### config.mk
export PLATFORM = sky130hd
export DESIGN_NAME = ssq_slots
export DESIGN_NICKNAME = d
export VERILOG_FILES = /design/src/hw/ssq_pkg.sv /design/src/hw/ssq_slots.sv
export VERILOG_INCLUDE_DIRS = /design/src /design/src/hw
export SDC_FILE = /design/constraint.sdc
export NUM_CORES = 1
export LEC_CHECK = 0
export BUFFER_PORTS_ARGS = -buffer_cell sky130_fd_sc_hd__buf_2
export CAP_MARGIN = 20
export CORE_UTILIZATION = 52
export CTS_CLUSTER_SIZE = 12
export DETAILED_ROUTE_END_ITERATION = 10
export PLACE_DENSITY = 0.78
export SLEW_MARGIN = 20
export SYNTH_ARGS = -nofsm -noshare
export SYNTH_HDL_FRONTEND = slang
export SYNTH_SLANG_ARGS = --single-unit
### constraint.sdc
create_clock -name clk_sys -period 2.9 [get_ports clk_sys]
set_input_delay 0.435 -clock clk_sys [delete_from_list [all_inputs] [get_ports clk_sys]]
set_output_delay 0.435 -clock clk_sys [all_outputs]
set_load 0.03 [all_outputs]
### src/hw/ssq_regs.svh
`ifndef SSQ_REGS_SVH
`define SSQ_REGS_SVH
// ==========================================================
// register indexes (byte address is four times the index)
`define SSQ_IDX_SLOT22 8'h36
`define SSQ_IDX_SLOT23 8'h37
`define SSQ_IDX_SLOT24 8'h38
`define SSQ_IDX_STATUS 8'h3F
// ==========================================================
// reset values
`define SSQ_RST_SLOT22 16'h6C00
`define SSQ_RST_SLOT23 16'h6E00
`define SSQ_RST_SLOT24 16'h7000
// ==========================================================
// field positions of a slot word
`define SSQ_POS_DIR 15
`define SSQ_POS_ADDR 9
`define SSQ_POS_RET 8
`define SSQ_POS_CHB 4
`define SSQ_POS_CHA 0
// ==========================================================
// bus answers
`define SSQ_RESP_OKAY 2'h0
`define SSQ_RESP_SLVERR 2'h2
`endif

### src/hw/ssq_pkg.sv
package ssq_pkg;
  // one slot word, msb first
  typedef struct packed {
    logic dir;
    logic [5:0] addr;
    logic ret;
    logic [3:0] ch_b;
    logic [3:0] ch_a;
  } ssq_slot_t;

  typedef struct packed {
    logic [3:0] ch_b;
    logic [3:0] ch_a;
  } ssq_chan_pair_t;

  // gray along 22 -> 23 -> 24
  typedef enum logic [1:0] {
    SSQ_SLOT22 = 2'b00,
    SSQ_SLOT23 = 2'b01,
    SSQ_SLOT24 = 2'b11
  } ssq_active_t;

  typedef enum logic [2:0] {
    SSQ_SEL_S22 = 3'h0,
    SSQ_SEL_S23 = 3'h1,
    SSQ_SEL_S24 = 3'h2,
    SSQ_SEL_STAT = 3'h3,
    SSQ_SEL_NONE = 3'h4
  } ssq_sel_t;
endpackage

### src/hw/ssq_slots.sv
// The implementer's own choice: register access over AXI4-Lite.
`timescale 1ns/1ps
`include "ssq_regs.svh"
// Summary of operation
// - bit 15 set requests a write to the slot, clear requests a read
// - bits 14..9 hold the slot address; only matching writes land; resets to it
// - return flag clear: advance to next slot after conversion completes
// - return flag set: jump to first slot after conversion completes
// - bits 7..4 give converter B channel code of active slot, reset zero
// - bits 3..0 give converter A channel code of active slot, reset zero
// - slot 23 at 0x37 resets to 0x6E00
// - slot 24 at 0x38 resets to 0x7000
module ssq_slots (
  // clock and reset
  input wire logic clk_sys,
  input wire logic rstn,
  // axi4-lite write address and data
  input wire logic [9:0] s_axi_awaddr,
  input wire logic s_axi_awvalid,
  output logic s_axi_awready,
  input wire logic [31:0] s_axi_wdata,
  input wire logic [3:0] s_axi_wstrb,
  input wire logic s_axi_wvalid,
  output logic s_axi_wready,
  // axi4-lite write response
  output logic [1:0] s_axi_bresp,
  output logic s_axi_bvalid,
  input wire logic s_axi_bready,
  // axi4-lite read
  input wire logic [9:0] s_axi_araddr,
  input wire logic s_axi_arvalid,
  output logic s_axi_arready,
  output logic [31:0] s_axi_rdata,
  output logic [1:0] s_axi_rresp,
  output logic s_axi_rvalid,
  input wire logic s_axi_rready,
  // sequencer side
  input wire logic conv_done,
  output ssq_pkg::ssq_chan_pair_t chan_pair,
  output logic [1:0] active_slot,
  output logic return_pulse
);
  // ==========================================================
  // decode
  function automatic ssq_pkg::ssq_sel_t decode(input logic [9:0] a);
    ssq_pkg::ssq_sel_t s;
    s = ssq_pkg::SSQ_SEL_NONE;
    if (a[1:0] == 2'h0) begin
      case (a[9:2])
        `SSQ_IDX_SLOT22: s = ssq_pkg::SSQ_SEL_S22;
        `SSQ_IDX_SLOT23: s = ssq_pkg::SSQ_SEL_S23;
        `SSQ_IDX_SLOT24: s = ssq_pkg::SSQ_SEL_S24;
        `SSQ_IDX_STATUS: s = ssq_pkg::SSQ_SEL_STAT;
        default: s = ssq_pkg::SSQ_SEL_NONE;
      endcase
    end
    return s;
  endfunction

  function automatic logic [5:0] own_addr(input logic [1:0] i);
    logic [5:0] r;
    r = 6'h00;
    case (i)
      2'h0: r = 6'(`SSQ_IDX_SLOT22);
      2'h1: r = 6'(`SSQ_IDX_SLOT23);
      2'h2: r = 6'(`SSQ_IDX_SLOT24);
      default: r = 6'h00;
    endcase
    return r;
  endfunction

  // ==========================================================
  // state
  ssq_pkg::ssq_slot_t slot_r [3];
  ssq_pkg::ssq_slot_t slot_nxt [3];
  logic aw_have_r, aw_have_nxt, w_have_r, w_have_nxt;
  ssq_pkg::ssq_sel_t aw_sel_r, aw_sel_nxt;
  logic [31:0] wdata_r, wdata_nxt;
  logic [3:0] wstrb_r, wstrb_nxt;
  logic bvalid_r, bvalid_nxt, rvalid_r, rvalid_nxt;
  logic [1:0] bresp_r, bresp_nxt, rresp_r, rresp_nxt;
  logic [31:0] rdata_r, rdata_nxt;
  ssq_pkg::ssq_active_t act_r, act_nxt;
  ssq_pkg::ssq_chan_pair_t chan_r, chan_nxt;
  logic ret_pulse_r, ret_pulse_nxt;
  logic [1:0] act_idx;
  logic do_write;
  ssq_pkg::ssq_slot_t wword;

  function automatic logic [1:0] idx_of(input ssq_pkg::ssq_active_t a);
    logic [1:0] r;
    r = 2'h0;
    case (a)
      ssq_pkg::SSQ_SLOT22: r = 2'h0;
      ssq_pkg::SSQ_SLOT23: r = 2'h1;
      ssq_pkg::SSQ_SLOT24: r = 2'h2;
      default: r = 2'h0;
    endcase
    return r;
  endfunction

  // ==========================================================
  // bus slave
  assign s_axi_awready = !aw_have_r && !bvalid_r;
  assign s_axi_wready = !w_have_r && !bvalid_r;
  assign s_axi_arready = !rvalid_r;
  assign s_axi_bvalid = bvalid_r;
  assign s_axi_bresp = bresp_r;
  assign s_axi_rvalid = rvalid_r;
  assign s_axi_rresp = rresp_r;
  assign s_axi_rdata = rdata_r;
  assign do_write = aw_have_r && w_have_r && !bvalid_r;
  assign wword = ssq_pkg::ssq_slot_t'(wdata_r[15:0]);

  always_comb begin
    aw_have_nxt = aw_have_r;
    w_have_nxt = w_have_r;
    aw_sel_nxt = aw_sel_r;
    wdata_nxt = wdata_r;
    wstrb_nxt = wstrb_r;
    bvalid_nxt = bvalid_r;
    bresp_nxt = bresp_r;
    rvalid_nxt = rvalid_r;
    rresp_nxt = rresp_r;
    rdata_nxt = rdata_r;
    for (int i = 0; i < 3; i++) begin
      slot_nxt[i] = slot_r[i];
    end
    if (s_axi_awvalid && s_axi_awready) begin
      aw_have_nxt = 1'b1;
      aw_sel_nxt = decode(s_axi_awaddr);
    end
    if (s_axi_wvalid && s_axi_wready) begin
      w_have_nxt = 1'b1;
      wdata_nxt = s_axi_wdata;
      wstrb_nxt = s_axi_wstrb;
    end
    if (do_write) begin
      aw_have_nxt = 1'b0;
      w_have_nxt = 1'b0;
      bvalid_nxt = 1'b1;
      bresp_nxt = (aw_sel_r == ssq_pkg::SSQ_SEL_NONE) ? `SSQ_RESP_SLVERR : `SSQ_RESP_OKAY;
      // a word with the read direction or a foreign address is not stored
      if (aw_sel_r != ssq_pkg::SSQ_SEL_NONE && aw_sel_r != ssq_pkg::SSQ_SEL_STAT && wword.dir &&
          wword.addr == own_addr(aw_sel_r[1:0]) && wstrb_r[1:0] == 2'h3) begin
        slot_nxt[aw_sel_r[1:0]] = wword;
      end
    end else if (bvalid_r && s_axi_bready) begin
      bvalid_nxt = 1'b0;
    end
    if (s_axi_arvalid && s_axi_arready) begin
      rvalid_nxt = 1'b1;
      rresp_nxt = `SSQ_RESP_OKAY;
      rdata_nxt = 32'h0000_0000;
      case (decode(s_axi_araddr))
        ssq_pkg::SSQ_SEL_S22: rdata_nxt[15:0] = slot_r[0];
        ssq_pkg::SSQ_SEL_S23: rdata_nxt[15:0] = slot_r[1];
        ssq_pkg::SSQ_SEL_S24: rdata_nxt[15:0] = slot_r[2];
        ssq_pkg::SSQ_SEL_STAT: rdata_nxt[1:0] = act_idx;
        default: rresp_nxt = `SSQ_RESP_SLVERR;
      endcase
    end else if (rvalid_r && s_axi_rready) begin
      rvalid_nxt = 1'b0;
    end
  end

  always_ff @(posedge clk_sys) begin
    if (!rstn) begin
      aw_have_r <= 1'b0;
      w_have_r <= 1'b0;
      aw_sel_r <= ssq_pkg::SSQ_SEL_NONE;
      wdata_r <= 32'h0000_0000;
      wstrb_r <= 4'h0;
      bvalid_r <= 1'b0;
      bresp_r <= `SSQ_RESP_OKAY;
      rvalid_r <= 1'b0;
      rresp_r <= `SSQ_RESP_OKAY;
      rdata_r <= 32'h0000_0000;
      slot_r[0] <= `SSQ_RST_SLOT22;
      slot_r[1] <= `SSQ_RST_SLOT23;
      slot_r[2] <= `SSQ_RST_SLOT24;
    end else begin
      aw_have_r <= aw_have_nxt;
      w_have_r <= w_have_nxt;
      aw_sel_r <= aw_sel_nxt;
      wdata_r <= wdata_nxt;
      wstrb_r <= wstrb_nxt;
      bvalid_r <= bvalid_nxt;
      bresp_r <= bresp_nxt;
      rvalid_r <= rvalid_nxt;
      rresp_r <= rresp_nxt;
      rdata_r <= rdata_nxt;
      slot_r <= slot_nxt;
    end
  end

  // ==========================================================
  // sequencer walk over the three slots
  assign act_idx = idx_of(act_r);
  assign chan_pair = chan_r;
  assign active_slot = act_idx;
  assign return_pulse = ret_pulse_r;

  always_comb begin
    act_nxt = act_r;
    ret_pulse_nxt = 1'b0;
    if (conv_done) begin
      if (slot_r[act_idx].ret) begin
        act_nxt = ssq_pkg::SSQ_SLOT22;
        ret_pulse_nxt = 1'b1;
      end else begin
        case (act_r)
          ssq_pkg::SSQ_SLOT22: act_nxt = ssq_pkg::SSQ_SLOT23;
          ssq_pkg::SSQ_SLOT23: act_nxt = ssq_pkg::SSQ_SLOT24;
          // past the last slot held here the walk wraps
          default: act_nxt = ssq_pkg::SSQ_SLOT22;
        endcase
      end
    end
    // codes pass through untouched; a write to the active slot shows next cycle
    chan_nxt.ch_b = slot_nxt[idx_of(act_nxt)].ch_b;
    chan_nxt.ch_a = slot_nxt[idx_of(act_nxt)].ch_a;
  end

  always_ff @(posedge clk_sys) begin
    if (!rstn) begin
      act_r <= ssq_pkg::SSQ_SLOT22;
      chan_r <= 8'h00;
      ret_pulse_r <= 1'b0;
    end else begin
      act_r <= act_nxt;
      chan_r <= chan_nxt;
      ret_pulse_r <= ret_pulse_nxt;
    end
  end

  // ==========================================================
  // checks
  ret_jump_a: assert property (@(posedge clk_sys) disable iff (!rstn)
    conv_done && slot_r[act_idx].ret |=> act_r == ssq_pkg::SSQ_SLOT22 && return_pulse)
    else $error("return flag did not send the walk to the first slot");
  adv_next_a: assert property (@(posedge clk_sys) disable iff (!rstn)
    conv_done && !slot_r[act_idx].ret && act_r != ssq_pkg::SSQ_SLOT24 |=> act_idx == $past(act_idx) + 2'h1)
    else $error("walk did not advance to the next slot");
  hold_idle_a: assert property (@(posedge clk_sys) disable iff (!rstn)
    !conv_done |=> $stable(act_r) && !return_pulse)
    else $error("active slot moved without a finished conversion");
  chan_b_out_a: assert property (@(posedge clk_sys) disable iff (!rstn)
    chan_pair.ch_b == slot_r[act_idx].ch_b)
    else $error("converter b code differs from active slot");
  chan_a_out_a: assert property (@(posedge clk_sys) disable iff (!rstn)
    chan_pair.ch_a == slot_r[act_idx].ch_a)
    else $error("converter a code differs from active slot");
  addr_fixed_a: assert property (@(posedge clk_sys) disable iff (!rstn)
    slot_r[0].addr == 6'h36 && slot_r[1].addr == 6'h37 && slot_r[2].addr == 6'h38)
    else $error("slot address field changed");
  reset_vals_a: assert property (@(posedge clk_sys)
    !rstn |=> slot_r[1] == 16'h6E00 && slot_r[2] == 16'h7000 && chan_pair == 8'h00)
    else $error("slot reset value wrong");
  read_dir_a: assert property (@(posedge clk_sys) disable iff (!rstn)
    do_write && !wword.dir |=> slot_r[0] == $past(slot_r[0]) && slot_r[1] == $past(slot_r[1]) &&
    slot_r[2] == $past(slot_r[2]))
    else $error("read request altered a slot");
  write_land_a: assert property (@(posedge clk_sys) disable iff (!rstn)
    do_write && aw_sel_r == ssq_pkg::SSQ_SEL_S24 && wword.dir && wword.addr == 6'h38 && wstrb_r[1:0] == 2'h3
    |=> slot_r[2] == $past(wword) && s_axi_bvalid)
    else $error("valid write to slot 24 did not land");
  write_cov_c: cover property (@(posedge clk_sys) disable iff (!rstn) do_write && wword.dir);
  ret_cov_c: cover property (@(posedge clk_sys) disable iff (!rstn) return_pulse);
  wrap_cov_c: cover property (@(posedge clk_sys) disable iff (!rstn)
    conv_done && act_r == ssq_pkg::SSQ_SLOT24 && !slot_r[2].ret);
endmodule

# Word level (Yosys, flattened, before mapping)
# Cells that the tools add are included.
# word_totals
regBits	104
output_inout_bits	52
# classes
n_reduce_logical	28
n_mux	32
n_lt_le_gt_ge	4
n_eq_ne	22
bitwise	4
# ops
cell	n
two-way mux 48 bit	2
binary-select mux 16 bit (select 2 bit)	2
equality test 8 x 6 -> 1 bit, second input constant	8
bitwise mux 48 bit	1
case mux 14 bit (3 select lines)	1
demux 16 bit (select 2 bit)	1
case mux 3 bit (4 select lines)	2
two-way mux 9 bit	2
case mux 6 bit (3 select lines)	1
two-way mux 16 bit	1
two-way mux 8 bit	2
logical AND 1 bit	14
case mux 2 bit (2 select lines)	3
>= comparator 3 bit, second input constant	3
two-way mux 3 bit	3
inverter 2 -> 3 bit	3
equality test 2 bit, second input constant	4
logical NOT 2 bit	4
two-way mux 2 bit	4
case mux 2 bit (4 select lines)	1
equality test 2 x 1 -> 1 bit, second input constant	3
equality test 3 x 2 -> 1 bit, second input constant	2
equality test 6 bit	1
two-way mux 6 bit	1
other kinds (13)	21

# Logic depth before layout (Yosys ltp)
# logic_depth
ltp_word	14
mapped_depth	9
ltp_nobuf	6

# Least setup slack after synthesis
# OpenSTA, ideal clock, no wires.
# synth_timing
path_kind	register to register
from	register bvalid_r (netlist: s_axi_bvalid)
to	register chan_r (netlist bit chan_pair[5])
setup_time_ns	0.116
t_arrival_ns	2.113
n_path_buf	1
setup_slack_ns	0.671
stages_incl_launch_ff	8
t_required_ns	2.784
cell_sequence	dfxtp_1 -> nand3b_1 -> a21oi_2 -> nand2_1 -> or4_1 -> buf_2 -> mux2_4 -> o211a_1
# synth_between
elab_chain_cells	6
# synth_rtl
element	line_no	text
start: declaration	ssq_slots.sv:80	logic bvalid_r, bvalid_nxt, rvalid_r, rvalid_nxt;
start signal: assignment	ssq_slots.sv:188	bvalid_r <= bvalid_nxt;
logical NOT 1 bit	ssq_slots.sv:112	assign do_write = aw_have_r && w_have_r && !bvalid_r;
logical AND 1 bit	ssq_slots.sv:112	
two-way mux 48 bit	ssq_slots.sv:138	if (do_write) begin
binary-select mux 16 bit (select 2 bit)	ssq_slots.sv:221	chan_nxt.ch_b = slot_nxt[idx_of(act_nxt)].ch_b;
two-way mux 8 bit (2 in a row)	n/a	
end signal: assignment	ssq_slots.sv:232	chan_r <= chan_nxt;
end: declaration	ssq_slots.sv:84	ssq_pkg::ssq_chan_pair_t chan_r, chan_nxt;
# No other way between the ends. The select of a mux whose other input is x is not followed.
# A chain may end at the register's enable or synchronous reset.

# Worst setup path after layout
# layout_timing
from	register aw_sel_r[0]
to	register chan_r (netlist bit chan_pair[0])
# layout_between
elab_chain_cells	11
# layout_rtl
element	line_no	text
start: declaration	ssq_slots.sv:77	ssq_pkg::ssq_sel_t aw_sel_r, aw_sel_nxt;
start signal: assignment	ssq_slots.sv:171	aw_sel_r <= ssq_pkg::SSQ_SEL_NONE;
start signal: assignment	ssq_slots.sv:185	aw_sel_r <= aw_sel_nxt;
equality test 2 bit, or another cell as far along	ssq_slots.sv:63	case (i)
case mux 6 bit (3 select lines), or another cell as far along	ssq_slots.sv:63	
two-way mux 6 bit or logical AND 1 bit (tied branches)	ssq_slots.sv:138, ssq_slots.sv:146	
equality test 6 bit or two-way mux 16 bit (tied branches)	ssq_slots.sv:145, ssq_slots.sv:146	
logical AND 1 bit or demux 16 bit (select 2 bit) (tied branches)	ssq_slots.sv:144, ssq_slots.sv:146	
logical AND 1 bit or bitwise mux 48 bit (tied branches)	ssq_slots.sv:145, ssq_slots.sv:146	
two-way mux 48 bit (*)	ssq_slots.sv:144	if (aw_sel_r != ssq_pkg::SSQ_SEL_NONE && aw_sel_r != ssq_pkg::SSQ_SEL_STAT && wword.dir &&
two-way mux 48 bit (*)	ssq_slots.sv:138	
binary-select mux 16 bit (select 2 bit) (*)	ssq_slots.sv:222	chan_nxt.ch_a = slot_nxt[idx_of(act_nxt)].ch_a;
two-way mux 8 bit (not written as such) (*) (2 in a row)	ssq_slots.sv:222	
# Mark *: on every way between the ends. The rest lies on a longest branch, timed or not. The select of a mux whose other input is x is not followed.

==> results_dict.tcl <==
set metrics [dict create \
    dieHeight_um 92.8 \
    rows 32 \
    grt_usage_pct 23.8 \
    fin_crit_ns 2.41 \
    drc_errors 0 \
    area_delta_synth_final_pct 14.9 \
    p_int_w 0.00196 \
    drt_iter0_markers 278 \
    grt_pass1_vias 3460 \
    ys_seq_area_share_pct 47.6 \
    hold_viol_final 0 \
    pin_count 116 \
    end_kind "flop" \
    worstSetupPathType "flop to flop" \
    synthDistinctLibCells 44 \
    fillers 706 \
    cts.root.buffer_cell "clkbuf_8" \
    diodes 0 \
    ant_nets 0 \
    fp.dieW_um 92.8 \
    relSlewSlack_pct 36.1 \
    yosysWarnings 0 \
    powerDensity_mw_per_mm2 550 \
    cts_hold_buf 0 \
    leakage_nw 2.12 \
    grt_setup_unrepaired "false" \
    cap_violations 0 \
    crit_path_start_kind "flop" \
    synth_area_mm2 0.00429 \
    synth_seq_cells 102 \
    status "complete, no violations" \
    crit_arrival_ns 2.73 \
    io_buffer_count 79 \
    num_vias 3809 \
    dr.pass1.iters 6 \
    cp_max_fo 14 \
    ctsResizeCount 0 \
    peakVddDrop_uv 357 \
    htree_levels 3 \
    synthCells 494 \
    cts_tree "done" \
    fin_crit_sh_pct 83.3 \
    start_util_pct 54.6 \
    required_ns 3.21 \
    seq_power_share_pct 54.3 \
    worstMarginPinSlew_ns 0.957 \
    grt_max_degree 62 \
    path_clk_slew_ns 0.10 \
    comb_power_share_pct 11.5 \
    die-area_mm2 0.00861 \
    insertion_delay_ns 0.37 \
    switching_power_w 0.000745 \
    p_sw_share_pct 27.5 \
    grt_pass1_wl_um 16200 \
    core_area_mm2 0.00785 \
    skew_ns 0.00997 \
    fmax_mhz 414 \
    syn_avg_cell_area_um2 8.68 \
    grt.overflow.total 0 \
    power_w 0.00271 \
    r2r_setup_slack_ns 0.49 \
    numCtsBuffers 9 \
    clkSinkCount 102 \
    place.gp.congestion 0.839 \
    clkPwrFrac_pct 34.2 \
    drive_gt1_share_pct 21.1 \
    via_per_inst 5.63 \
    post_cts_buffers 0 \
    nets 633 \
    setup_viol 0 \
    setup_tns_ns 0 \
    cts_buffer_depth 2 \
    antenna_found_initial 0 \
    wl_um 10000 \
    final_max_slew_viol_count 0 \
    dp_hpwl_um 6910 \
    wl_per_cell_um 14.8 \
    hold_class "primary input to flop" \
]
-- worst max-delay path, stage by stage, from the launching register on --
cell and delay, ns:
dfxtp_1 0.57, nand3_1 0.15, nor3_2 0.21, nor2_1 0.15, or4_1 0.61, buf_4 0.25, a21oi_1 0.17, o221a_1 0.24
-- power groups by stage --
stage | logic, W | clock network [W] | registers (W)
finish | 0.000311 | 0.000927 | 0.00147
global route | 0.000341 | 0.000981 | 0.00148
detailed placement | 0.000308 | 0 | 0.00150
CTS | 0.000309 | 0.000936 | 0.00147
floorplan | 0.000206 | 0 | 0.00152
global placement | 0.000301 | 0 | 0.00150
-- per-stage QoR --
| stage | setup WS, ns | util, % | hold slack [ns] | instance area (µm²) | instances |
|---|---|---|---|---|---|
| after detailed placement | 0.307 | 60.1 | 0.429 | 4720 | 660 |
| final | 0.485 | 62.8 | 0.233 | 4930 | 676 |
| after global placement | 0.380 | 60.1 | 0.427 | 4720 | 660 |
| after global routing | 0.359 | 62.8 | 0.226 | 4930 | 676 |
| after floorplan | 0.671 | - | 0.414 | 4350 | 511 |
| after CTS | 0.492 | 62.8 | 0.227 | 4930 | 676 |
-- area by class of cell --
class | instances | area, µm² | area share (%)
Clock inverter | 6 | 68.8 | 1.40
Inverter | 5 | 18.8 | 0.381
Clock buffer | 10 | 138 | 2.79
Timing Repair Buffer | 92 | 493 | 10.0
Multi-Input combinational cell | 359 | 2040 | 41.4
Tap cell | 102 | 128 | 2.59
Sequential cell | 102 | 2040 | 41.5
-- layout by cell type (no fill, tap or decap), types with 3 or more instances in the layout --
master	synthesis	final
a222oi_1	14	14
conb_1	1	18
and2_1	3	3
or3_1	14	14
nand3b_1	3	3
a21oi_1	47	47
a22oi_1	10	10
a2bb2oi_1	14	14
inv_1	5	4
buf_4	20	13
clkbuf_8	0	10
buf_2	7	79
dfxtp_1	102	102
nor4_1	7	7
nor3_1	5	5
and3_1	8	8
mux2i_1	17	17
nand2b_1	5	5
nor2_1	70	70
or4_1	3	3
o21ai_0	5	5
nand2_1	77	77
nand3_1	6	6
-- synth_stat cells, drive strengths merged --
cell	n	area (µm²)
and3	8	50.1
o31ai	1	7.51
nor3b	2	15.0
nand3b	3	22.5
or4	3	22.5
o211a	2	20.0
nor4	9	86.3
a22oi	10	75.1
o2bb2ai	2	17.5
a21o	1	7.51
a32oi	1	8.76
inv	5	18.8
or2	2	12.5
nand3	6	30.0
o221a	4	45.0
mux2	2	30.0
clkbuf	17	63.8
conb	1	3.75
nand2	77	289
buf	28	189
dfxtp	102	2040
o2111ai	2	17.5
and2	3	18.8
nor3	6	35.0
a222oi	14	140
or3	14	87.6
nand2b	6	45.0
a2bb2oi	14	123
nor2	70	263
mux2i	17	170
o21ai	7	35.0
a21oi	49	253
o21a	1	7.51
nor2b	2	12.5
o22a	1	8.76
a211oi	2	15.0
-- logic make-up (layout without fill, tap and decap cells) --
| family | Yosys count | in the layout | share of synthesized area [%] |
|---|---|---|---|
| compound gates | 111 | 111 | 18.2 |
| buf+inv | 50 | 113 | 6.33 |
| flops | 102 | 102 | 47.6 |
| mux | 19 | 19 | 4.67 |
| other cells | 1 | 18 | 0.0875 |
| simple gates | 211 | 211 | 23.1 |
-- per-layer routing --
metal	GRT usage [%]	vias to the layer above	wire length, µm	part of all wire (%)
li1	-	1865	-	-
met1	30.5	1783	4470	45
met2	38.8	143	4760	47
met3	5.01	18	622	6.2
met4	9.87	0	175	1.7
met5	0	-	0	0
-- worst paths after layout --
| kind | end | from | depth (start not counted) |
|---|---|---|---|
| max | chan_pair[0] | aw_sel_r[0] | 7 |
| min | s_axi_rvalid | s_axi_rready | 2 |
| max reg2reg | chan_pair[0] | aw_sel_r[0] | 7 |
| min reg2reg | flop | flop | 1 |
(Power assumes the default switching activity.)
